## config.mk

```make
export PLATFORM = sky130hd
export DESIGN_NAME = smdc_top
export DESIGN_NICKNAME = d
export VERILOG_FILES = /design/src/core/smdc_pkg.sv /design/src/core/smdc_buf_seq.sv /design/src/core/smdc_top.sv
export SDC_FILE = /design/constraint.sdc
export NUM_CORES = 1
export LEC_CHECK = 0
export BUFFER_PORTS_ARGS = -buffer_cell sky130_fd_sc_hd__clkbuf_2
export CORE_MARGIN = 4
export CORE_UTILIZATION = 55
export CTS_CLUSTER_DIAMETER = 120
export CTS_CLUSTER_SIZE = 10
export DETAILED_ROUTE_END_ITERATION = 7
export PLACE_DENSITY = 0.82
export SETUP_SLACK_MARGIN = 0.2
export SLEW_MARGIN = 20
export SYNTH_ARGS = -nofsm -noshare
export SYNTH_HDL_FRONTEND = slang
export SYNTH_SLANG_ARGS = --single-unit
export TNS_END_PERCENT = 50
```

## constraint.sdc

```tcl
create_clock -name core_clk -period 11.7 [get_ports core_clk]
set_input_delay 2.34 -clock core_clk [delete_from_list [all_inputs] [get_ports core_clk]]
set_output_delay 2.34 -clock core_clk [all_outputs]
set_load 0.03 [all_outputs]
```

## src/core/smdc_pkg.sv

```systemverilog
/*
 * Shared constants and types for the supply margining code control block.
 * Assumes a single 50 MHz core clock and a host that writes over a plain,
 * same-clock write port.
 */
package smdc_pkg;

    localparam int NUM_CH = 6;
    localparam int CODE_W = 8;
    localparam int CH_W = 3;
    localparam logic [CODE_W-1:0] MIDCODE = 8'h7F;

    localparam int CFG_RANGE_LSB = 0;
    localparam int CFG_ENABLE_BIT = 2;

    localparam int CLK_PERIOD_NS = 20;
    localparam int FOLLOW_TIME_NS = 1000;
    localparam int FOLLOW_CYCLES =
        (FOLLOW_TIME_NS + CLK_PERIOD_NS - 1) / CLK_PERIOD_NS;

    // Midcode voltage selected by the two range bits, in this order.
    typedef enum logic [1:0] {
        RANGE_MID_0V60,
        RANGE_MID_0V80,
        RANGE_MID_1V00,
        RANGE_MID_1V25
    } smdc_range_e;

    typedef enum logic [1:0] {
        WR_CODE,
        WR_UPPER,
        WR_LOWER,
        WR_CFG
    } smdc_wsel_e;

    typedef enum logic [1:0] {
        BUF_OFF,
        BUF_FOLLOW,
        BUF_DRIVE
    } smdc_buf_state_e;

    typedef struct packed {
        logic [CODE_W-1:0] upper;
        logic [CODE_W-1:0] lower;
        logic [1:0] range;
        logic enable;
    } smdc_nv_s;

    typedef struct packed {
        logic valid;
        smdc_wsel_e sel;
        logic [CH_W-1:0] chan;
        logic [CODE_W-1:0] data;
    } smdc_wr_s;

    typedef struct packed {
        logic power;
        logic src_dac;
        logic drive;
    } smdc_buf_s;

endpackage

```

## src/core/smdc_buf_seq.sv

```systemverilog
/*
 * Per-channel output buffer enable sequencer.
 * Assumes enable and hiz come from flip-flops on the same clock and that
 * rst_n is already synchronised.
 */
`timescale 1ns/100ps
module smdc_buf_seq #(
    parameter int FOLLOW_CYCLES = smdc_pkg::FOLLOW_CYCLES
) (
    input wire logic clk,
    input wire logic rst_n,
    input wire logic enable,
    input wire logic hiz,
    output smdc_pkg::smdc_buf_s buf_q
);
    localparam int CNT_W = $clog2(FOLLOW_CYCLES + 1);
    localparam logic [CNT_W-1:0] CNT_LAST = CNT_W'(FOLLOW_CYCLES - 1);

    if (FOLLOW_CYCLES < 1) begin : g_bad
        $error("FOLLOW_CYCLES must be at least one");
    end

    smdc_pkg::smdc_buf_state_e state_q, state_d;
    logic [CNT_W-1:0] cnt_q, cnt_d;
    logic go;

    assign go = enable && !hiz;

    // The pin is only driven after the buffer has tracked it for a while,
    // so the converter sees no step when the output stage turns on.
    always_comb begin
        state_d = state_q;
        cnt_d = cnt_q;
        unique case (state_q)
            smdc_pkg::BUF_OFF: begin
                cnt_d = '0;
                if (go) begin
                    state_d = smdc_pkg::BUF_FOLLOW;
                end
            end
            smdc_pkg::BUF_FOLLOW: begin
                if (!go) begin
                    state_d = smdc_pkg::BUF_OFF;
                end else if (cnt_q == CNT_LAST) begin
                    state_d = smdc_pkg::BUF_DRIVE;
                end else begin
                    cnt_d = cnt_q + CNT_W'(1);
                end
            end
            smdc_pkg::BUF_DRIVE: begin
                if (!go) begin
                    state_d = smdc_pkg::BUF_OFF;
                end
            end
            default: begin
                state_d = smdc_pkg::BUF_OFF;
            end
        endcase
    end

    always_ff @(posedge clk or negedge rst_n) begin
        if (!rst_n) begin
            state_q <= smdc_pkg::BUF_OFF;
            cnt_q <= '0;
        end else begin
            state_q <= state_d;
            cnt_q <= cnt_d;
        end
    end

    always_ff @(posedge clk or negedge rst_n) begin
        if (!rst_n) begin
            buf_q <= '0;
        end else begin
            buf_q.power <= (state_d != smdc_pkg::BUF_OFF);
            buf_q.src_dac <= (state_d == smdc_pkg::BUF_DRIVE);
            buf_q.drive <= (state_d == smdc_pkg::BUF_DRIVE);
        end
    end
endmodule

```

## src/core/smdc_top.sv

```systemverilog
/*
 * Control logic for six supply margining code channels: code and limit
 * storage, clipping, range select, power-up load and buffer sequencing.
 * Assumes the host write port and the nonvolatile image are on core_clk
 * and that the nonvolatile image is stable when reset is released.
 */
`timescale 1ns/100ps
// Overview of operation
// - Six independent channels, each with its own code and output.
// - Two range bits choose midcode 0.6, 0.8, 1.0 or 1.25 V.
// - Output is linear in the unsigned effective code around 0x7F.
// - Eight-bit code, 256 settings, starting at midcode after load.
// - Code passes between limits inclusive, otherwise clipped to nearest limit.
// - Output buffer held off whenever lower limit exceeds upper limit.
// - Limits and configuration load from nonvolatile image at power-up.
// - Buffer first follows the pin undriven, then switches over and drives.
module smdc_top #(
    parameter int NUM_CH = smdc_pkg::NUM_CH,
    parameter int FOLLOW_CYCLES = smdc_pkg::FOLLOW_CYCLES
) (
    input wire logic core_clk,
    input wire logic nrst,
    input smdc_pkg::smdc_nv_s [NUM_CH-1:0] nv_cfg,
    input smdc_pkg::smdc_wr_s host_wr,
    output logic [NUM_CH-1:0][smdc_pkg::CODE_W-1:0] eff_code_q,
    output logic [NUM_CH-1:0][1:0] range_sel_q,
    output logic [NUM_CH-1:0] hiz_q,
    output smdc_pkg::smdc_buf_s [NUM_CH-1:0] buf_ctl,
    output logic cfg_loaded_q
);
    localparam int CW = smdc_pkg::CODE_W;
    localparam int CHW = smdc_pkg::CH_W;

    if (NUM_CH < 1 || NUM_CH > (1 << CHW)) begin : g_bad
        $error("NUM_CH does not fit the channel select field");
    end

    logic rst_meta_q;
    logic rst_sync_q;
    logic [NUM_CH-1:0][CW-1:0] code_q, code_d;
    logic [NUM_CH-1:0][CW-1:0] upper_q, upper_d;
    logic [NUM_CH-1:0][CW-1:0] lower_q, lower_d;
    logic [NUM_CH-1:0][1:0] range_d;
    logic [NUM_CH-1:0] enable_q, enable_d;
    logic [NUM_CH-1:0][CW-1:0] eff_d;
    logic [NUM_CH-1:0] hiz_d;

    function automatic logic [CW-1:0] clip_code(
        input logic [CW-1:0] code,
        input logic [CW-1:0] lo,
        input logic [CW-1:0] hi
    );
        if (code < lo) begin
            return lo;
        end else if (code > hi) begin
            return hi;
        end
        return code;
    endfunction

    always_ff @(posedge core_clk or negedge nrst) begin
        if (!nrst) begin
            rst_meta_q <= 1'b0;
            rst_sync_q <= 1'b0;
        end else begin
            rst_meta_q <= 1'b1;
            rst_sync_q <= rst_meta_q;
        end
    end

    // The load happens in the first cycle after release rather than inside
    // reset, so no flip-flop copies a port under the asynchronous reset.
    always_ff @(posedge core_clk or negedge rst_sync_q) begin
        if (!rst_sync_q) begin
            cfg_loaded_q <= 1'b0;
        end else begin
            cfg_loaded_q <= 1'b1;
        end
    end

    always_comb begin
        code_d = code_q;
        upper_d = upper_q;
        lower_d = lower_q;
        range_d = range_sel_q;
        enable_d = enable_q;
        for (int ch = 0; ch < NUM_CH; ch++) begin
            if (!cfg_loaded_q) begin
                upper_d[ch] = nv_cfg[ch].upper;
                lower_d[ch] = nv_cfg[ch].lower;
                range_d[ch] = nv_cfg[ch].range;
                enable_d[ch] = nv_cfg[ch].enable;
                code_d[ch] = smdc_pkg::MIDCODE;
            end else if (host_wr.valid && host_wr.chan == CHW'(ch)) begin
                unique case (host_wr.sel)
                    smdc_pkg::WR_CODE: begin
                        code_d[ch] = host_wr.data;
                    end
                    smdc_pkg::WR_UPPER: begin
                        upper_d[ch] = host_wr.data;
                    end
                    smdc_pkg::WR_LOWER: begin
                        lower_d[ch] = host_wr.data;
                    end
                    smdc_pkg::WR_CFG: begin
                        range_d[ch] =
                            host_wr.data[smdc_pkg::CFG_RANGE_LSB +: 2];
                        enable_d[ch] =
                            host_wr.data[smdc_pkg::CFG_ENABLE_BIT];
                    end
                endcase
            end
            // Clipping uses the next values so a write is seen one edge later.
            eff_d[ch] = clip_code(code_d[ch], lower_d[ch], upper_d[ch]);
            hiz_d[ch] = (lower_d[ch] > upper_d[ch]);
        end
    end

    always_ff @(posedge core_clk or negedge rst_sync_q) begin
        if (!rst_sync_q) begin
            code_q <= '{default: smdc_pkg::MIDCODE};
            upper_q <= '0;
            lower_q <= '0;
        end else begin
            code_q <= code_d;
            upper_q <= upper_d;
            lower_q <= lower_d;
        end
    end

    always_ff @(posedge core_clk or negedge rst_sync_q) begin
        if (!rst_sync_q) begin
            range_sel_q <= '0;
            enable_q <= '0;
        end else begin
            range_sel_q <= range_d;
            enable_q <= enable_d;
        end
    end

    // A reset value of hiz keeps every pin undriven until limits are known.
    always_ff @(posedge core_clk or negedge rst_sync_q) begin
        if (!rst_sync_q) begin
            eff_code_q <= '{default: smdc_pkg::MIDCODE};
            hiz_q <= '1;
        end else begin
            eff_code_q <= eff_d;
            hiz_q <= hiz_d;
        end
    end

    for (genvar c = 0; c < NUM_CH; c++) begin : g_ch
        smdc_buf_seq #(
            .FOLLOW_CYCLES(FOLLOW_CYCLES)
        ) u_seq (
            .clk(core_clk),
            .rst_n(rst_sync_q),
            .enable(enable_q[c]),
            .hiz(hiz_q[c]),
            .buf_q(buf_ctl[c])
        );

    end
endmodule

```

-- Word level (Yosys, flattened, before mapping)
Index checks and enable logic that the tools add are counted.
- input bits: 130
- output and inout bits: 85
- word-level logic and storage cells: 347
- bits in registers: 279
- add/sub/neg operators: 6
- order comparisons: 18
- equal/unequal tests: 51
- reduce and logical (&&, ||, !) cells: 50
- mux-type cells: 158
- operator list (cell ; number):
    $mux W8 ; 72
    $gt A8 B8 Y1 ; 12
    $mux W2 ; 37
    $mux W6 ; 12
    $pmux W6 S2 ; 6
    $lt A8 B8 Y1 ; 6
    $add A6 B1 Y6 const B ; 6
    $eq A6 B6 Y1 const B ; 6
    $pmux W2 S3 ; 6
    $eq A2 B2 Y1 const B ; 14
    $ne A2 B1 Y1 const B ; 13
    $mux W1 ; 25
    $reduce_bool A2 Y1 ; 12
    $reduce_and A3 Y1 ; 6
    $eq A2 B1 Y1 const B ; 7
    $logic_not A2 Y1 ; 7
    $logic_and A1 B1 Y1 ; 12
    $ne A2 B2 Y1 const B ; 6
    $reduce_and A2 Y1 ; 6
    $eq A3 B2 Y1 const B ; 2
    $eq A3 B3 Y1 const B ; 2
    $logic_not A1 Y1 ; 6
    $eq A3 B1 Y1 const B ; 1
    $logic_not A3 Y1 ; 1

-- Longest topological paths before layout
Gate-level depths: netlist (run 1).
- depth in word-level cells: 8
- gate-level depth with buffers: 19
- gate-level depth less buffers: 14

-- Modules after synthesis
From an unflattened synthesis (run 1), not the netlist that was laid out.
- cell total of the unflattened synthesis: 1773
- area total of the unflattened synthesis: 16953.8 um^2
- by module, submodules not included (module ; cells each ; area each (um^2) ; times used ; sequential area each (um^2)):
    smdc_top ; 1455 ; 13755.7 ; 1 ; 5592.9
    smdc_buf_seq ; 53 ; 533.0 ; 6 ; 250.2

-- Worst setup path before layout (run 1)
OpenSTA, ideal clock, no wires.
- path kind: input port to flip-flop
- start: input port host_wr[9] (netlist bit)
- end: register eff_code_q[47] (netlist bit)
- cell stages on the path: 16
- setup slack: 6075 ps
- setup time: 141 ps
- data arrival time: 5484 ps
- data required time: 11559 ps
- buffers on the path: 2
- path through: buf_6 -> nand4b_1 -> nor2_1 -> mux2i_1 -> a21oi_1 -> inv_1 -> ha_1 -> a21o_1 -> a21o_1 -> a21o_1 -> a2111oi_0 -> a31oi_1 -> o22a_1 -> buf_2 -> mux2i_1 -> mux2i_1
- RTL lines (item ; line ; RTL):
    from (decl) ; smdc_top.sv:24 ; input smdc_pkg::smdc_wr_s host_wr,
    to (signal assigned) ; smdc_top.sv:144 ; eff_code_q <= '{default: smdc_pkg::MIDCODE};
    to (signal assigned) ; smdc_top.sv:147 ; eff_code_q <= eff_d;
    to (decl) ; smdc_top.sv:25 ; output logic [NUM_CH-1:0][smdc_pkg::CODE_W-1:0] eff_code_q,

==> results by group, run 1 <==
Drt
  • Detail Route Antenna Nets: 0
  • DR WL met3: 3450 um
  • Final WL: 44200 um
  • Wire length per cell: 19.4 um
  • Met2 WL: 20500 um
  • TritonRoute pass-1 iters: 5
  • Metal-1 WL: 19200 um
  • DRT iter0 DRCs: 1202
  • Vias per inst: 5.87
  • DRC: 0
  • Highest routed metal layer: met4
  • Via count: 13400

Layout
  • Nets: 2122
  • Synthesis-to-finish area growth: 12.7%
  • Most common cell after layout, fill and taps aside: clkbuf_2
  • Layout cells sized above 1: 20.8%
  • # diodes: 0
  • Fin area: 18500 um^2
  • Fill cells: 2383
  • Most frequent cells in the layout: clkbuf_2, dfrtp_1, nor2_1

Clock tree
  • Worst-skew pair later-pin latency: 0.57 ns
  • TritonCTS clock tree: built
  • Num CTS Buffers: 31
  • Reg clk slew, reported paths: 0.06 ns
  • Setup bufs post-CTS: 0
  • Clk sinks: 279
  • Root buf cell: clkbuf_16
  • Post-cts repair resize count: 0
  • Clock Tree Buf Depth: 3
  • Cts hold-fix bufs: 0
  • H-tree depth: 1

Logic synthesis
  • Area contributors post-synth: dfrtp_1, dfstp_2, mux2i_1
  • Area leader, netlist: dfrtp_1
  • Yosys top cell area share: 28.8%
  • Top_reg_cell synth: dfrtp_1
  • Post-synth design cell area: 16400 um^2
  • Fraction of registers with async set/reset: 100%
  • Ys Warns: 0
  • Seq cells post-synth: 279
  • Synth Instances: 1691
  • Syn Area/Cell: 9.72 um^2
  • Sequential fraction of the synthesis area: 43.2%
  • Count of different cell masters after synthesis: 82
  • Post-synth EDFFs: 0

Placement
  • Placer congestion estimate: 0.912
  • Dpl ws: 5.30 ns
  • Detailed placement HPWL: 31500 um
  • Cell Area, Placed: 17600 um^2
  • IO Port Bufs: 214

Die
  • Die area: 32700 um^2
  • Core Region: 29600 um^2
  • DIE HEIGHT: 181 um
  • Row count: 63
  • Initial core utilization: 55.6%
  • # IOs: 215
  • Die X: 181 um

Critical path
  • Beginning of the worst register-to-register path: cfg_loaded_q
  • Slowest cell on crit path: nor2_1
  • Critical path origin: host_wr[9]
  • Number of cells on the critical path: 15
  • Worst-path fanout max: 12
  • Arrival time of the worst setup path: 6.36 ns
  • Crit path largest cell delay: 0.77 ns
  • CP bufs+invs: 2
  • RR Endpoint: eff_code_q[35]
  • R2R cell count: 9
  • R2R Setup Slk: 7.55 ns
  • Worst setup path class: in -> reg
  • Crit path max-delay family: compound AO/OA/AOI/OAI gates
  • CP Cell Sequence: clkbuf_2 -> nand4b_1 -> nor2_1 -> mux2i_1 -> a21oi_1 -> inv_1 -> ha_1 -> a21o_1 -> a21o_1 -> a21o_1 -> a2111oi_0 -> a31oi_1 -> o22a_1 -> mux2i_1 -> mux2i_1
  • Setup crit end kind: flop
  • Setup crit end: eff_code_q[47]
  • Critical path required time: 12.11 ns
  • CP startpoint kind: input port

Global route
  • Vias in the first global route: 13500
  • Largest net degree at the start of global routing: 144
  • GRT overflow: 0
  • Total track usage: 26.3%
  • Initial antenna violation count: 0
  • First-pass GRT wire length: 70700 um

Run status
  • Status: finished, final reports clean

Timing
  • Final Cycle Share: 50.9%
  • Max Clock Skew: 0.0149 ns
  • Final setup violation count: 0
  • Final Hold Vio Count: 0
  • RSZ-0062 raised after global routing: no
  • Final WS setup: 5.75 ns
  • Worst Tran Pin Value: 1.08 ns
  • Hold_ws: 0.358 ns
  • Fin. max-slew vios: 0
  • Slew headroom: 27.6%
  • Maximum clock rate: 168 MHz
  • Final min period: 5.95 ns
  • Fin Setup TNS: 0 ns

Job
  • # Max-Cap Violations: 0

Power and ir drop
  • Pwr Density: 142 nW/um^2
  • Lkg Pwr: 8.98 nW
  • Post-layout total power: 0.00262 W
  • Peak supply drop: 0.109 mV

Worst hold path
  • Hold WC Path Type: reg -> reg
## final cells by class
cell class                      instances  area (um^2)  share of cell area [%]
Clock buffer                           56          870                    4.70
Clock inverter                          1         8.76                  0.0473
Inverter                              113          424                    2.29
Multi-Input combinational cell       1211         8460                    45.7
Sequential cell                       279         7100                    38.3
Tap cell                              390          488                    2.63
Timing Repair Buffer                  224         1160                    6.28
## Yosys cell counts, types with 20 or more instances
cell type and instances:
buf_2 21, nor2_1 175, ha_1 132, inv_1 112, nor3_1 23, mux2i_1 173, clkbuf_1 36, buf_4 21
nand3_1 90, dfrtp_1 189, nand4_1 20, nand2_1 137, xor2_1 21, a21o_1 32, dfstp_2 90, a21oi_1 163
o21ai_0 38
## cells by family (layout without fill, tap and decap cells)
family / count (synthesis) / in the layout / synth area share [%]
other cells: 1 / 2 / 0.0228
flops: 279 / 279 / 43.2
simple gates: 524 / 524 / 15.2
fa+ha+maj: 138 / 138 / 10.4
mux: 173 / 173 / 10.5
xor+xnor: 38 / 38 / 2.03
compound gates: 336 / 336 / 13.2
buf+inv: 202 / 394 / 5.35
## routing by layer
layer  vias to the layer above  GRT usage [%]
li1                       6242              -
met1                      6501           37.1
met5                         -              0
met4                         0           6.62
met2                       531           42.6
met3                        76           4.33
## worst min path at each step
| stage | start | slack [ns] | end | cells past startpoint |
|---|---|---|---|---|
| 2_1_floorplan | rst_meta_q | 0.33 | rst_sync_q | 0 |
| 3_3_place_gp | rst_meta_q | 0.34 | rst_sync_q | 0 |
| 3_5_place_dp | rst_meta_q | 0.34 | rst_sync_q | 0 |
| 4_1_cts | rst_meta_q | 0.36 | rst_sync_q | 0 |
| 5_1_grt | rst_meta_q | 0.37 | rst_sync_q | 0 |
| 6_report | rst_meta_q | 0.36 | rst_sync_q | 0 |
## sequential cells by signal, indices dropped and copies added, names as in the netlist
name                count
g_ch.u_seq.buf_q       12
rst_meta_q              1
hiz_q                   6
g_ch.u_seq.cnt_q       36
range_sel_q            12
eff_code_q             48
enable_q                6
g_ch.u_seq.state_q     12
upper_q                48
code_q                 48
rst_sync_q              1
lower_q                48
cfg_loaded_q            1
## where the power goes
part	total, W	switching [W]	internal, W
registers	0.00113	0.0000497	0.00108
logic	0.000615	0.000403	0.000213
clock network	0.000879	0.000385	0.000494
total	0.00262	0.000838	0.00178
## per-stage QoR
step / utilization (%) / std cells
2_1_floorplan: - / 1692
3_5_place_dp: 59.7 / 2217
4_1_cts: 62.6 / 2274
6_report: 62.6 / 2274
5_1_grt: 62.6 / 2274
3_3_place_gp: 59.7 / 2217
No activity file was read; power rests on OpenSTA's default activity.
==> run 2: changes to the inputs <==
clock period = 5.5 ns   (was 11.7 ns; I/O delays follow)
==> run 2 against run 1 <==
  * Hold slack worse by 0.11 ns
  * Flip-flop and latch count stayed put
  * First-iteration DRC count down 8.1%
  * Largest power group unchanged
  * Clock skew is essentially flat
  * Critical endpoint is now eff_code_q[45]
  * Count of clock-buffer cells in the layout increased by 1
  * Routed wire length grew 0.43%
  * Register-to-register slack worse by 6.1 ns
  * Final cell count is 0.53% higher
  * Non-clock buffer count rose by 11
  * Global-route usage rose by 0.054 points
  * Sequential share of layout area shrank 0.20 points
==> results by group, run 2 (synthesized netlist as in run 1, its figures left out) <==
Drt
  • DRC: 0 (unchanged)
  • Final WL: 44400 um (+0.43%)
  • Wire length per cell: 19.4 um (-0.10%)
  • Vias per inst: 5.90 (+0.44%)
  • Via count: 13500 (+0.97%)
  • DRT iter0 DRCs: 1105 (-8.1%)
  • Detail Route Antenna Nets: 0 (unchanged)
  • TritonRoute pass-1 iters: 5 (unchanged)

Clock tree
  • Worst-skew pair later-pin latency: 0.56 ns (about the same)
  • Reg clk slew, reported paths: 0.06 ns (about the same)
  • Cts hold-fix bufs: 0 (unchanged)
  • Num CTS Buffers: 31 (unchanged)
  • TritonCTS clock tree: built
  • Post-cts repair resize count: 0 (unchanged)
  • Root buf cell: clkbuf_16
  • H-tree depth: 1 (unchanged)
  • Clk sinks: 279 (unchanged)
  • Setup bufs post-CTS: 0 (unchanged)
  • Clock Tree Buf Depth: 3 (unchanged)

Critical path
  • Beginning of the worst register-to-register path: cfg_loaded_q
  • Arrival time of the worst setup path: 5.07 ns (-1.29 ns)
  • CP startpoint kind: input port
  • Crit path max-delay family: compound AO/OA/AOI/OAI gates
  • R2R cell count: 9 (unchanged)
  • RR Endpoint: eff_code_q[16]
  • Setup crit end kind: flop
  • CP bufs+invs: 3 (+1)
  • Worst setup path class: in -> reg
  • Slowest cell on crit path: nor2_1
  • Worst-path fanout max: 12 (unchanged)
  • CP Cell Sequence: clkbuf_2 -> nand4b_1 -> buf_4 -> nor2_1 -> mux2i_1 -> a21oi_1 -> inv_1 -> ha_1 -> a21o_1 -> a21o_1 -> a21o_1 -> a2111oi_0 -> a31oi_1 -> o22a_1 -> mux2i_1 -> mux2i_1
  • Crit path largest cell delay: 0.65 ns (-0.12 ns)
  • Critical path required time: 5.97 ns (-6.14 ns)
  • R2R Setup Slk: 1.42 ns (-6.13 ns)

Timing
  • Final Hold Vio Count: 0 (unchanged)
  • Final setup violation count: 0 (unchanged)
  • Fin Setup TNS: 0 ns (unchanged)
  • Final min period: 4.60 ns
  • Fin. max-slew vios: 0 (unchanged)
  • Slew headroom: 35.2% (+7.6 points)
  • Final Cycle Share: 83.6%
  • RSZ-0062 raised after global routing: no
  • Maximum clock rate: 217 MHz
  • Max Clock Skew: 0.0146 ns (-0.000276 ns)
  • Worst Tran Pin Value: 0.972 ns (-0.106 ns)

Layout
  • Nets: 2133 (+0.52%)
  • Most frequent cells in the layout: clkbuf_2, dfrtp_1, nor2_1
  • Most common cell after layout, fill and taps aside: clkbuf_2
  • Layout cells sized above 1: 21.3% (+0.45 points)
  • # diodes: 0 (unchanged)
  • Synthesis-to-finish area growth: 13.3%
  • Fin cells: 2286 (+0.53%)

Die
  • Die area: 32700 um^2 (unchanged)
  • Core Region: 29600 um^2 (unchanged)
  • # IOs: 215 (unchanged)
  • DIE HEIGHT: 181 um (unchanged)
  • Row count: 63 (unchanged)
  • Initial core utilization: 55.6% (unchanged)
  • Die X: 181 um (unchanged)

Run status
  • Status: finished, final reports clean

Power and ir drop
  • Clock power share: 33.4% (about the same)
  • Comb pwr share: 23.6% (about the same)
  • NetSw: 0.00178 W (+110%)
  • Peak supply drop: 0.240 mV (+120%)
  • Sequential Power Share: 43.0% (about the same)
  • Lkg Pwr: 9.04 nW (+0.63%)
  • Pwr Density: 300 nW/um^2 (+110%)
  • Sw Ratio: 31.8% (-0.10 points)
  • Internal: 0.00381 W (+110%)

Job
  • # Max-Cap Violations: 0 (unchanged)

Placement
  • Placed Instances: 2228 (+0.50%)
  • IO Port Bufs: 214 (unchanged)
  • Placer congestion estimate: 0.938 (+2.9%)
  • Detailed placement HPWL: 32100 um (+2.0%)

Global route
  • GRT overflow: 0 (unchanged)
  • First-pass GRT wire length: 71200 um (+0.59%)
  • Total track usage: 26.3% (+0.054 points)
  • Vias in the first global route: 13600 (+0.98%)
  • Initial antenna violation count: 1 (+1)
  • Largest net degree at the start of global routing: 170 (+18%)

Worst hold path
  • Hold WC Path Type: reg -> async
[run 2: cell types whose count changed in the layout (fill, tap and decap cells not counted)]
cell	before	now
buf_4	8	19
buf_12	1	2
buf_6	1	0
clkbuf_1	25	26
[run 2: layout make-up]
cell class / count / area [um^2]
fill: 2419 / 10900
multi-input combinational: 1211 / 8460
sequential: 279 / 7100
timing repair buffer: 235 / 1250
clock buffer: 57 / 873
tap: 390 / 488
inverter: 113 / 424
clock inverter: 1 / 8.76
[run 2: layer usage]
metal	wire, um	vias to the layer above	track usage [%]
li1	-	6271	-
met1	19300	6524	37.1
met2	20300	551	42.6
met3	3220	131	3.56
met4	1510	2	8.35
met5	13	-	0
[run 2: worst max-delay path by stage]
stage | start | slack, ns | end | cells past startpoint
after global routing | host_wr[9] | 0.64 | eff_code_q[47] | 16
after CTS | host_wr[9] | 1.01 | eff_code_q[45] | 16
after detailed placement | host_wr[9] | 0.43 | eff_code_q[45] | 16
after floorplan | rst_sync_q | 1.01 | cfg_loaded_q | 0
after global placement | host_wr[9] | 0.66 | eff_code_q[47] | 16
final | host_wr[9] | 0.90 | eff_code_q[45] | 16
[run 2: through the flow]
stage	utilization (%)	area, um^2	total power, W	setup slack (ns)	hold slack [ns]
after detailed placement	60.0	17700	0.00374	0.432	0.258
final	63.0	18600	0.00559	0.901	0.253
after floorplan	-	16400	0.00335	1.01	0.331
after global routing	63.0	18600	0.00586	0.642	0.283
after global placement	60.0	17700	0.00368	0.657	0.258
after CTS	63.0	18600	0.00561	1.01	0.263
[run 2: power groups by stage]
stage	Combinational, W	Clock, W	Sequential (W)
floorplan	0.000757	0	0.00259
detailed placement	0.00130	0	0.00243
finish	0.00132	0.00187	0.00240
CTS	0.00131	0.00190	0.00240
global placement	0.00126	0	0.00243
global route	0.00144	0.00199	0.00242
==> run 3: changes to the inputs <==
clock period = 4.6 ns   (was 5.5 ns; I/O delays follow)
==> run 3 against run 2 <==
  * Critical path depth shrank 1
  * Combinational power grew 20%
  * Clock power grew 19%
  * Clock skew shrank 0.0051 ns
  * Non-clock buffer count grew 23
  * Via count shrank 0.15%
  * Count of clock-buffer cells in the layout is the same
  * Design area grew 1.0%
  * Sequential share of layout area shrank 0.38 points
  * Setup slack lost 0.23 ns
  * Sequential power grew 20%
  * First-iteration DRC count shrank 5.3%
  * Critical endpoint is now eff_code_q[16]
  * Largest power group unchanged
  * Highest routed layer unchanged
==> results by group, run 3 (synthesized netlist as in run 1, its figures left out) <==
Placement
  • Cell Area, Placed: 17900 um^2 (+1.1%)
  • Placed Instances: 2251 (+1.0%)
  • IO Port Bufs: 214 (unchanged)
  • Placer congestion estimate: 0.922 (-1.8%)
  • Detailed placement HPWL: 32600 um (+1.5%)

Clock tree
  • Num CTS Buffers: 31 (unchanged)
  • Reg clk slew, reported paths: 0.06 ns (about the same)
  • TritonCTS clock tree: built
  • Clk sinks: 279 (unchanged)
  • Cts hold-fix bufs: 0 (unchanged)
  • Root buf cell: clkbuf_16
  • Post-cts repair resize count: 0 (unchanged)
  • Clock Tree Buf Depth: 3 (unchanged)
  • H-tree depth: 1 (unchanged)
  • Worst-skew pair later-pin latency: 0.56 ns (about the same)
  • Setup bufs post-CTS: 0 (unchanged)

Die
  • Die X: 181 um (unchanged)
  • # IOs: 215 (unchanged)
  • Core Region: 29600 um^2 (unchanged)
  • Row count: 63 (unchanged)
  • Initial core utilization: 55.6% (unchanged)
  • DIE HEIGHT: 181 um (unchanged)
  • Die area: 32700 um^2 (unchanged)

Power and ir drop
  • Pwr Density: 355 nW/um^2 (+18%)
  • Peak supply drop: 0.304 mV (+27%)
  • Lkg Pwr: 9.16 nW (+1.3%)

Timing
  • RSZ-0062 raised after global routing: no
  • Maximum clock rate: 254 MHz
  • Final Cycle Share: 85.5%
  • Fin. max-slew vios: 0 (unchanged)
  • Worst Tran Pin Value: 0.777 ns (-0.195 ns)
  • Final min period: 3.93 ns
  • Final setup violation count: 0 (unchanged)
  • Fin Setup TNS: 0 ns (unchanged)
  • Max Clock Skew: 0.00954 ns (-0.00508 ns)
  • Slew headroom: 48.2% (+13 points)
  • Final Hold Vio Count: 0 (unchanged)

Layout
  • Layout cells sized above 1: 22.2% (+0.90 points)
  • Final core occ: 63.6% (+0.64 points)
  • Fin cells: 2308 (+0.96%)
  • Synthesis-to-finish area growth: 14.4%
  • Most common cell after layout, fill and taps aside: clkbuf_2
  • Most frequent cells in the layout: clkbuf_2, dfrtp_1, nor2_1
  • Nets: 2156 (+1.1%)
  • Fin area: 18800 um^2 (+1.0%)
  • # diodes: 0 (unchanged)
  • Fill cells: 2373 (-1.9%)
  • Reg area: 7100 um^2 (unchanged)
  • Area occupied by multi-input gates: 8460 um^2 (unchanged)

Drt
  • Wire length per cell: 19.1 um (-1.4%)
  • Via count: 13500 (-0.15%)
  • Met2 WL: 20300 um (about the same)
  • DRT iter0 DRCs: 1046 (-5.3%)
  • TritonRoute pass-1 iters: 5 (unchanged)
  • DR WL met3: 3140 um (-2.5%)
  • Vias per inst: 5.83 (-1.1%)
  • Final WL: 44200 um (-0.48%)
  • DRC: 0 (unchanged)
  • Detail Route Antenna Nets: 0 (unchanged)
  • Metal-1 WL: 19200 um (-0.55%)
  • Highest routed metal layer: met5

Run status
  • Status: finished, final reports clean

Global route
  • Initial antenna violation count: 1 (unchanged)
  • GRT overflow: 0 (unchanged)
  • Largest net degree at the start of global routing: 110 (-35%)
  • Vias in the first global route: 13700 (+0.26%)
  • Total track usage: 26.4% (+0.045 points)
  • First-pass GRT wire length: 71300 um (+0.22%)

Critical path
  • Slowest cell on crit path: and4bb_2
  • CP startpoint kind: input port
  • Critical path required time: 5.05 ns (-0.92 ns)
  • Setup crit end kind: flop
  • Arrival time of the worst setup path: 4.38 ns (-0.69 ns)
  • Crit path largest cell delay: 0.41 ns (-0.24 ns)
  • Worst-path fanout max: 12 (unchanged)
  • CP Cell Sequence: clkbuf_2 -> and4bb_2 -> nand2_1 -> mux2i_1 -> a21oi_1 -> inv_1 -> ha_1 -> a21o_1 -> a21o_1 -> a21oi_1 -> nand2b_1 -> a221oi_2 -> nor3_4 -> mux2i_1 -> mux2i_1
  • Worst setup path class: in -> reg
  • Worst path most repeated cell: mux2i_1

Worst hold path
  • Hold WC Path Type: in -> async

Job
  • # Max-Cap Violations: 0 (unchanged)
## run 3: cell type report
type,instances,share of cell area (%)
inverter,113,2.26
clock buffer,57,4.64
timing repair buffer,258,7.72
sequential,279,37.8
multi-input combinational,1211,45.0
tap,390,2.60
## run 3: layer usage
metal | vias to the layer above | GRT usage [%]
li1 | 6305 | -
met4 | 2 | 8.05
met1 | 6544 | 36.7
met2 | 496 | 42.6
met5 | - | 0
met3 | 112 | 4.61
## run 3: critical path, delay by kind of cell
kind | cells | cell delay, ns
AOI/OAI and AO/OA | 5 | 1.23
and+or+nand+nor | 4 | 0.95
muxes | 3 | 0.62
buffers and inverters | 2 | 0.33
adders and majority gates | 1 | 0.32
## run 3: through the flow
stage / setup WS (ns) / hold WS, ns / power, W
after floorplan: 0.395 / 0.331 / 0.00401
final: 0.668 / 0.137 / 0.00667
after detailed placement: 0.239 / 0.294 / 0.00447
after global placement: 0.272 / 0.287 / 0.00442
after global routing: 0.512 / 0.123 / 0.00699
after CTS: 0.791 / 0.118 / 0.00670
## run 3: power by group
| part | total (W) | switching (W) | leakage [nW] | internal (W) |
|---|---|---|---|---|
| sequential | 0.00287 | 0.000125 | 3.25 | 0.00274 |
| clock | 0.00222 | 0.000963 | 0.413 | 0.00126 |
| combinational | 0.00159 | 0.00103 | 5.49 | 0.000559 |
## run 3: path summary, 6_finish.rpt
path	from	end	slack, ns	depth (start not counted)
min reg2reg	rst_sync_q	lower_q[17]	0.28	0
max in group asynchronous	rst_sync_q	cfg_loaded_q	3.23	1
min	nrst	rst_meta_q	0.14	1
max	host_wr[8]	eff_code_q[16]	0.67	15
max reg2reg	cfg_loaded_q	eff_code_q[31]	1.02	13
min in group core_clk	rst_meta_q	rst_sync_q	0.36	0
